<file path="config.mk">
export PLATFORM = sky130hd
export DESIGN_NAME = dspt_timer
export DESIGN_NICKNAME = d
export VERILOG_FILES = /design/src/design/dspt_pkg.sv /design/src/design/dspt_timer.sv
export VERILOG_INCLUDE_DIRS = /design/src /design/src/design
export SDC_FILE = /design/constraint.sdc
export NUM_CORES = 1
export LEC_CHECK = 0
export BUFFER_PORTS_ARGS = -buffer_cell sky130_fd_sc_hd__buf_2
export CAP_MARGIN = 20
export CORE_MARGIN = 1
export CORE_UTILIZATION = 40
export DETAILED_ROUTE_END_ITERATION = 16
export SKIP_CTS_REPAIR_TIMING = 1
export SLEW_MARGIN = 20
export SYNTH_ARGS = -nofsm -noshare
export SYNTH_HDL_FRONTEND = slang
export SYNTH_SLANG_ARGS = --single-unit
</file>
<file path="constraint.sdc">
create_clock -name clk_sys -period 2.57 [get_ports clk_sys]
set_input_delay 0.1285 -clock clk_sys [delete_from_list [all_inputs] [get_ports clk_sys]]
set_output_delay 0.1285 -clock clk_sys [all_outputs]
set_load 0.05 [all_outputs]
</file>
<file path="src/design/dspt_regs.svh">
/*
  Constants for the dual-slope 16-bit PWM timer: mode codes, fixed TOP
  values, prescaler divisors and reset values.
  Assumes it is included by bare name ahead of the package and the design.
*/
`ifndef DSPT_REGS_SVH
`define DSPT_REGS_SVH

// ----------------------------------------------------------------------
// Waveform select codes
// ----------------------------------------------------------------------
`define DSPT_WS_PC_8      4'h1
`define DSPT_WS_PC_9      4'h2
`define DSPT_WS_PC_10     4'h3
`define DSPT_WS_PFC_CAP   4'h8
`define DSPT_WS_PFC_CMPA  4'h9
`define DSPT_WS_PC_CAP    4'ha
`define DSPT_WS_PC_CMPA   4'hb

// ----------------------------------------------------------------------
// TOP values
// ----------------------------------------------------------------------
`define DSPT_TOP_8        16'h00ff
`define DSPT_TOP_9        16'h01ff
`define DSPT_TOP_10       16'h03ff
`define DSPT_TOP_MAX      16'hffff
`define DSPT_BOTTOM       16'h0000

// ----------------------------------------------------------------------
// Output action codes
// ----------------------------------------------------------------------
`define DSPT_ACT_OFF      2'h0
`define DSPT_ACT_TOGGLE   2'h1
`define DSPT_ACT_NONINV   2'h2
`define DSPT_ACT_INV      2'h3

// ----------------------------------------------------------------------
// Prescaler select codes and divisors
// ----------------------------------------------------------------------
`define DSPT_PS_STOP      3'h0
`define DSPT_PS_DIV1      3'h1
`define DSPT_PS_DIV8      3'h2
`define DSPT_PS_DIV64     3'h3
`define DSPT_PS_DIV256    3'h4
`define DSPT_PS_DIV1024   3'h5
`define DSPT_DIV_1        10'h000
`define DSPT_DIV_8        10'h007
`define DSPT_DIV_64       10'h03f
`define DSPT_DIV_256      10'h0ff
`define DSPT_DIV_1024     10'h3ff

// ----------------------------------------------------------------------
// Reset values
// ----------------------------------------------------------------------
`define DSPT_RST_VALUE    16'h0000
`define DSPT_RST_PRESC    10'h000

`endif

</file>
<file path="src/design/dspt_pkg.sv">
/*
  Types shared by the dual-slope PWM timer.
  Assumes dspt_regs.svh is compiled alongside.
*/
package dspt_pkg;

  // ----------------------------------------------------------------------
  // Flag vector, also used for the clear strobes
  // ----------------------------------------------------------------------
  typedef struct packed {
    logic overflow_flag;
    logic capture_flag;
    logic compare_match_flag_a;
    logic compare_match_flag_b;
  } dspt_flags_t;

  // ----------------------------------------------------------------------
  // Count direction
  // ----------------------------------------------------------------------
  typedef enum logic [1:0] {
    DSPT_UP   = 2'b01,
    DSPT_DOWN = 2'b10
  } dspt_dir_t;

endpackage : dspt_pkg

</file>
<file path="src/design/dspt_timer.sv">
/*
  Dual-slope 16-bit PWM timer: phase correct and phase-and-frequency
  correct modes, double-buffered compares, flags and two compare outputs.
  Assumes all inputs are synchronous to clk_sys; software sets TOP at or
  above every compare value and at least 0x0003 when a register holds it.
*/
`include "dspt_regs.svh"

module dspt_timer
  import dspt_pkg::*;
(
  // Clock and reset
  input  wire logic        clk_sys,
  input  wire logic        reset,
  // Configuration
  input  wire logic [3:0]  waveform_select,
  input  wire logic [2:0]  prescale_select,
  input  wire logic [1:0]  output_action_a,
  input  wire logic [1:0]  output_action_b,
  input  wire logic        pin_direction_bit_a,
  input  wire logic        pin_direction_bit_b,
  input  wire logic        port_data_a,
  input  wire logic        port_data_b,
  // Register writes
  input  wire logic        compare_a_wr,
  input  wire logic        compare_b_wr,
  input  wire logic        capture_top_wr,
  input  wire logic [15:0] wr_data,
  // Flag clears, one bit per flag
  input  wire dspt_flags_t flag_clear,
  // Status
  output logic      [15:0] counter_value,
  output logic      [15:0] compare_a_value,
  output logic      [15:0] compare_b_value,
  output logic      [15:0] capture_top_value,
  output dspt_flags_t      flags,
  output logic             compare_out_a,
  output logic             compare_out_b,
  // Pins
  output logic             pin_a_out,
  output logic             pin_a_oe_n,
  output logic             pin_b_out,
  output logic             pin_b_oe_n
);

  // ----------------------------------------------------------------------
  // Mode decode
  // ----------------------------------------------------------------------
  logic        mode_pc;
  logic        mode_pfc;
  logic        top_from_cap;
  logic        top_from_cmpa;
  logic        top_fixed;
  logic [15:0] top_value;
  logic [15:0] buf_a;
  logic [15:0] buf_b;

  always_comb begin
    mode_pc       = 1'b0;
    mode_pfc      = 1'b0;
    top_from_cap  = 1'b0;
    top_from_cmpa = 1'b0;
    top_fixed     = 1'b0;
    top_value     = `DSPT_TOP_MAX;
    case (waveform_select)
      `DSPT_WS_PC_8: begin
        mode_pc   = 1'b1;
        top_fixed = 1'b1;
        top_value = `DSPT_TOP_8;
      end
      `DSPT_WS_PC_9: begin
        mode_pc   = 1'b1;
        top_fixed = 1'b1;
        top_value = `DSPT_TOP_9;
      end
      `DSPT_WS_PC_10: begin
        mode_pc   = 1'b1;
        top_fixed = 1'b1;
        top_value = `DSPT_TOP_10;
      end
      `DSPT_WS_PC_CAP: begin
        mode_pc      = 1'b1;
        top_from_cap = 1'b1;
        top_value    = capture_top_value;
      end
      `DSPT_WS_PC_CMPA: begin
        mode_pc       = 1'b1;
        top_from_cmpa = 1'b1;
        top_value     = compare_a_value;
      end
      `DSPT_WS_PFC_CAP: begin
        mode_pfc     = 1'b1;
        top_from_cap = 1'b1;
        top_value    = capture_top_value;
      end
      `DSPT_WS_PFC_CMPA: begin
        mode_pfc      = 1'b1;
        top_from_cmpa = 1'b1;
        top_value     = compare_a_value;
      end
      default: begin
        top_value = `DSPT_TOP_MAX;
      end
    endcase
  end

  // ----------------------------------------------------------------------
  // Prescaler
  // ----------------------------------------------------------------------
  logic [9:0] presc_cnt;
  logic [9:0] next_presc_cnt;
  logic [9:0] presc_last;
  logic       presc_run;
  logic       timer_tick;

  always_comb begin
    presc_run  = 1'b1;
    presc_last = `DSPT_DIV_1;
    case (prescale_select)
      `DSPT_PS_DIV1:    presc_last = `DSPT_DIV_1;
      `DSPT_PS_DIV8:    presc_last = `DSPT_DIV_8;
      `DSPT_PS_DIV64:   presc_last = `DSPT_DIV_64;
      `DSPT_PS_DIV256:  presc_last = `DSPT_DIV_256;
      `DSPT_PS_DIV1024: presc_last = `DSPT_DIV_1024;
      default:          presc_run  = 1'b0;
    endcase
    // Stopping resets the phase so a restart gives a full first period
    timer_tick     = presc_run && (presc_cnt >= presc_last);
    next_presc_cnt = `DSPT_RST_PRESC;
    if (presc_run && !timer_tick) begin
      next_presc_cnt = presc_cnt + 10'h001;
    end
  end

  always_ff @(posedge clk_sys) begin
    if (reset) begin
      presc_cnt <= `DSPT_RST_PRESC;
    end else begin
      presc_cnt <= next_presc_cnt;
    end
  end

  // ----------------------------------------------------------------------
  // Counter, direction and compare registers
  // ----------------------------------------------------------------------
  dspt_dir_t   dir;
  dspt_dir_t   next_dir;
  logic [15:0] next_counter;
  logic [15:0] next_cmp_a;
  logic [15:0] next_cmp_b;
  logic [15:0] next_buf_a;
  logic [15:0] next_buf_b;
  logic [15:0] next_cap_top;
  logic [15:0] wr_masked;
  logic        dual;
  logic        at_top;
  logic        at_bottom;
  logic        update_now;

  always_comb begin
    dual      = mode_pc || mode_pfc;
    at_top    = dual && timer_tick && (counter_value == top_value);
    at_bottom = dual && timer_tick && (counter_value == `DSPT_BOTTOM);
    wr_masked = top_fixed ? (wr_data & top_value) : wr_data;
    next_counter = counter_value;
    next_dir     = dir;
    if (dual && timer_tick) begin
      if (dir == DSPT_UP) begin
        if (counter_value == top_value) begin
          next_counter = counter_value - 16'h0001;
          next_dir     = DSPT_DOWN;
        end else begin
          next_counter = counter_value + 16'h0001;
        end
      end else begin
        if (counter_value == `DSPT_BOTTOM) begin
          next_counter = counter_value + 16'h0001;
          next_dir     = DSPT_UP;
        end else begin
          next_counter = counter_value - 16'h0001;
        end
      end
    end
    next_buf_a = compare_a_wr ? wr_masked : buf_a;
    next_buf_b = compare_b_wr ? wr_masked : buf_b;
    next_cap_top = capture_top_wr ? wr_data : capture_top_value;
    // Outside dual-slope modes there is no update point, so buffers pass straight on
    update_now = !dual || (mode_pc && at_top) || (mode_pfc && at_bottom);
    next_cmp_a = update_now ? buf_a : compare_a_value;
    next_cmp_b = update_now ? buf_b : compare_b_value;
  end

  always_ff @(posedge clk_sys) begin
    if (reset) begin
      counter_value     <= `DSPT_RST_VALUE;
      dir               <= DSPT_UP;
      buf_a             <= `DSPT_RST_VALUE;
      buf_b             <= `DSPT_RST_VALUE;
      compare_a_value   <= `DSPT_RST_VALUE;
      compare_b_value   <= `DSPT_RST_VALUE;
      capture_top_value <= `DSPT_RST_VALUE;
    end else begin
      counter_value     <= next_counter;
      dir               <= next_dir;
      buf_a             <= next_buf_a;
      buf_b             <= next_buf_b;
      compare_a_value   <= next_cmp_a;
      compare_b_value   <= next_cmp_b;
      capture_top_value <= next_cap_top;
    end
  end

  // ----------------------------------------------------------------------
  // Flags
  // ----------------------------------------------------------------------
  dspt_flags_t next_flags;
  dspt_flags_t flag_set;
  logic        match_a;
  logic        match_b;

  always_comb begin
    match_a  = dual && timer_tick && (counter_value == compare_a_value);
    match_b  = dual && timer_tick && (counter_value == compare_b_value);
    flag_set.overflow_flag        = at_bottom;
    flag_set.capture_flag         = at_top && top_from_cap;
    flag_set.compare_match_flag_a = match_a || (at_top && top_from_cmpa);
    flag_set.compare_match_flag_b = match_b;
    // A set arriving with its clear wins
    next_flags = (flags & ~flag_clear) | flag_set;
  end

  always_ff @(posedge clk_sys) begin
    if (reset) begin
      flags <= '0;
    end else begin
      flags <= next_flags;
    end
  end

  // ----------------------------------------------------------------------
  // Compare outputs and pins
  // ----------------------------------------------------------------------
  logic next_out_a;
  logic next_out_b;
  logic next_pin_a;
  logic next_pin_b;
  logic rising;
  logic toggle_ok;
  logic conn_a;
  logic conn_b;

  // Match at BOTTOM acts as an up match, at TOP as a down match, so the
  // extreme compare values hold the output steady
  always_comb begin
    if (counter_value == `DSPT_BOTTOM) begin
      rising = 1'b1;
    end else if (counter_value == top_value) begin
      rising = 1'b0;
    end else begin
      rising = (dir == DSPT_UP);
    end
    toggle_ok  = top_from_cmpa;
    next_out_a = compare_out_a;
    next_out_b = compare_out_b;
    if (match_a) begin
      if (output_action_a == `DSPT_ACT_NONINV) begin
        next_out_a = !rising;
      end else if (output_action_a == `DSPT_ACT_INV) begin
        next_out_a = rising;
      end else if (output_action_a == `DSPT_ACT_TOGGLE && toggle_ok) begin
        next_out_a = !compare_out_a;
      end
    end
    if (match_b) begin
      if (output_action_b == `DSPT_ACT_NONINV) begin
        next_out_b = !rising;
      end else if (output_action_b == `DSPT_ACT_INV) begin
        next_out_b = rising;
      end
    end
    conn_a = (output_action_a == `DSPT_ACT_NONINV) || (output_action_a == `DSPT_ACT_INV)
             || (output_action_a == `DSPT_ACT_TOGGLE && toggle_ok);
    conn_b = (output_action_b == `DSPT_ACT_NONINV) || (output_action_b == `DSPT_ACT_INV);
    next_pin_a = conn_a ? next_out_a : port_data_a;
    next_pin_b = conn_b ? next_out_b : port_data_b;
  end

  always_ff @(posedge clk_sys) begin
    if (reset) begin
      compare_out_a <= 1'b0;
      compare_out_b <= 1'b0;
      pin_a_out     <= 1'b0;
      pin_b_out     <= 1'b0;
      pin_a_oe_n    <= 1'b1;
      pin_b_oe_n    <= 1'b1;
    end else begin
      compare_out_a <= next_out_a;
      compare_out_b <= next_out_b;
      pin_a_out     <= next_pin_a;
      pin_b_out     <= next_pin_b;
      pin_a_oe_n    <= !pin_direction_bit_a;
      pin_b_oe_n    <= !pin_direction_bit_b;
    end
  end

endmodule : dspt_timer

</file>
==> flow_summary_export.csv <==
group,metric,value,unit
worst_setup_path,worstSetupEndpointType,"flip-flop",
synth,synth_area_leaders,"dfxtp_1 38%, mux2i_1 14%, nor2_1 6.9%, xnor2_1 4.3%, xor2_1 4.3%",
drt,first_pass_iters,5,
die,io_pins,114,
cells_and_area,final-seq-area,0.002390,mm²
drt,via_per_inst,5.258,
cells_and_area,multi_input_area,0.003771,mm²
cells_and_area,drive_gt1_share,32.47,%
synth,syn_inst,700,
cells_and_area,nNetsFinal,934,
drt,wl_per_cell,17.46,µm
synth,synth.distinct_cells,59,
synth,yosys.area.top_type,"dfxtp_1",
synth,ys_top_cells_by_count,"118 x dfxtp_1, 115 x nor2_1, 87 x mux2i_1",
status,status,"complete, but fails checks",
synth,async_flop_share,0,%
timing,setup_ws,-0.1079,ns
synth,synth_fp_nets,754,
clocking,path_clk_slew,0.06,ns
worst_setup_path,crit_type,"flip-flop to flip-flop",
synth,synthSimpleGateAreaFrac,23.18,%
synth,ys.flop_type,"dfxtp_1",
synth,yosysSeqAreaShare,37.76,%
drt,dr.max_layer_used,"met4",
global_routing,antenna_found_initial,0,
synth,yosys.area_share.adder,2.800,%
place,gp_congestion,0.9385,
drt,drc,0,
die,num_rows,45,
cells_and_area,fillers,1388,
synth,synth_edf_count,0,
synth,muxShareOfSynthArea,14.64,%
drt,routed-wl-met3,963,µm
global_routing,grt_pass1_wl,29100,µm
power_and_ir_drop,ir_worst_vdd,0.5526,mV
drt,wl_met1,8378,µm
die,initial_core_util,41.00,%
worst_setup_path,crit_arrival,2.98,ns
worst_setup_path,worstPathBufferInverterCount,1,
cells_and_area,syn_to_final_growth,36.00,%
worst_setup_path,path_delay_family,"simple AND/OR/NAND/NOR gates",
timing,hold_violations,5,
timing,period_share,104.2,%
die,dieArea,0.01614,mm²
global_routing,grt_pass1_vias,5487,
worst_setup_path,crit_path_cell_trace,"nor4_4 -> nand4_1 -> or3_4 -> or3_4 -> nand2_4 -> o21a_4 -> buf_6 -> mux2i_4 -> mux2_4",
timing,min_period,2.678,ns
synth,synth_xor_area_share,8.680,%
drt,initialDrtViolationCount,377,
timing,setup_violations,34,
timing,rsz0062_at_grt,"yes",
place,hpwl,13820,µm
timing,setup_tns,-1.161,ns
timing,max_slew_margin,52.40,%
global_routing,grt-ovfl-total,0,
clocking,cts_tree,"built",
drt,wl,19280,µm
global_routing,track_usage,23.67,%
worst_setup_path,critPathMaxFanout,6,
synth,synth.cell_area,0.006256,mm²
status,violations,"negative hold slack, negative setup slack",
synth,yosys.cell_count.top_type,"dfxtp_1",
timing,max_freq,373.4,MHz
flow_run,drv_cap,0,
cells_and_area,final_util,55.76,%
worst_setup_path,max_stage_delay,0.44,ns
clocking,clk_latency,0.42,ns
clocking,cts_buffers,17,
drt,ant_nets,0,
clocking,cts_sinks,118,
drt,vias,5805,
clocking,clk_path_buf_depth,2,
die,die_h,127.1,µm
power_and_ir_drop,powerDensity,599.9,mW/mm²
synth,synth_top_family_by_area,"simple AND/OR/NAND/NOR gates",
drt,met2WireLength,9327,µm
worst_setup_path,path_common_cell,"or3_4",
power_and_ir_drop,p_leak,4.043,nW
synth,syn_avg_cell_area,8.937,µm²
timing,worst_slew_pin_slew,0.7092,ns
synth,synth_seq_cells,118,
timing,hold_ws,-0.02541,ns
worst_hold_path,hp-class,"input pin to flip-flop",
timing,skew,0.01154,ns
clocking,clock-root-buffer,"clkbuf_16",
place,port_buffers,113,
synth,synth_top_area_share,37.76,%
die,chipWidth,127.1,µm
worst_setup_path,start_kind,"flip-flop",
die,coreArea,0.01526,mm²
global_routing,grt_start_max_net_pins,61,
clocking,h-tree-depth,4,
worst_setup_path,crit_required,2.87,ns
synth,synth_compound_area_share,7.800,%
worst_setup_path,crit_path_top_delay_cell,"or3_4",
timing,maxSlewViolCount,0,
synth,yosysWarningCount,0,
cells_and_area,diodes,0,
==> final cells by class <==
| cell class | instances | area share (%) |
|---|---|---|
| Multi-Input combinational cell | 521 | 44.32 |
| Clock buffer | 19 | 5.456 |
| Tap cell | 211 | 3.103 |
| Clock inverter | 13 | 1.662 |
| Inverter | 11 | 0.4853 |
| Sequential cell | 118 | 28.09 |
| Timing Repair Buffer | 211 | 16.88 |
==> through the flow <==
stage	total power, mW	area [µm²]	cells	setup WS [ns]	hold slack, ns
6_report	5.104	8508	1104	-0.1079	-0.02541
2_1_floorplan	2.429	6301	700	-0.1002	0.2022
5_1_grt	5.276	8508	1104	-0.1605	0.004192
4_1_cts	5.066	8082	1087	-0.2184	-0.1415
3_3_place_gp	2.633	7476	1055	-0.2266	0.3002
3_5_place_dp	2.649	7476	1055	-0.3098	0.3026
==> worst paths after layout <==
kind	from	end	slack (ns)	cells after the start
worst max-delay path	counter_value[2]	counter_value[15]	-0.11	9
worst min-delay path	wr_data[15]	capture_top_value[15]	-0.03	3
worst max register to register	counter_value[2]	counter_value[15]	-0.11	9
worst min register to register	buf_b[12]	buf_b[12]	0.47	2
==> layer usage <==
layer | vias to the layer above | GRT usage [%]
met4 | 0 | 12.39
met2 | 182 | 38.66
li1 | 2786 | -
met1 | 2795 | 29.55
met3 | 42 | 4.774
met5 | - | 0
==> cells in the final DEF (no fill, tap or decap), types with 3 or more instances in the layout <==
cell,n
nor3_1,8
nand4_1,14
mux2i_1,81
inv_6,4
inv_1,10
dfxtp_2,16
buf_4,81
o21ai_0,3
dlygate4sd3_1,8
o21a_1,6
clkinvlp_4,3
and2_1,7
a21oi_1,32
buf_2,112
nand3_1,31
nor4_4,5
xor2_1,29
clkbuf_16,21
and3_1,10
dfxtp_1,100
buf_12,3
nor2_1,114
nand2b_1,23
nor4_1,10
nand3b_1,3
a21o_1,9
ha_1,12
nand2_1,25
clkinv_2,3
xnor2_1,31
nor2b_1,6
mux2i_2,3
mux2i_4,3
==> worst register-to-register path: cells and delay by family, from the launching register on <==
| kind | cells | cell delay, ns |
|---|---|---|
| AND/OR/NAND/NOR | 5 | 1.37 |
| multiplexers | 2 | 0.55 |
| flip-flops | 1 | 0.33 |
| AO/OA/AOI/OAI | 1 | 0.17 |
| buffers and inverters | 1 | 0.13 |
==> kinds of logic (layout without fill, tap and decap cells) <==
family          after synthesis  in the layout
fa+ha+maj                    14             14
buf+inv                      61            254
xor+xnor                     62             62
mux                          91             91
compound gates               75             75
flops                       118            118
simple gates                279            279
==> where the power goes <==
part	leakage (nW)	switching, mW	internal [mW]	total, mW
Combinational	2.78	0.433	0.295	0.728
Sequential	0.972	0.0549	1.90	1.96
Clock	0.292	0.904	1.52	2.42
==> registers in the layout, indices dropped and copies added, names as in the netlist <==
signal / count
pin_a_oe_n: 1
pin_b_oe_n: 1
compare_a_value: 16
buf_b: 16
compare_out_a: 1
presc_cnt: 10
counter_value: 16
compare_b_value: 16
buf_a: 16
pin_b_out: 1
flags: 4
compare_out_b: 1
pin_a_out: 1
capture_top_value: 16
dir: 2
No activity file was read; power rests on OpenSTA's default activity.
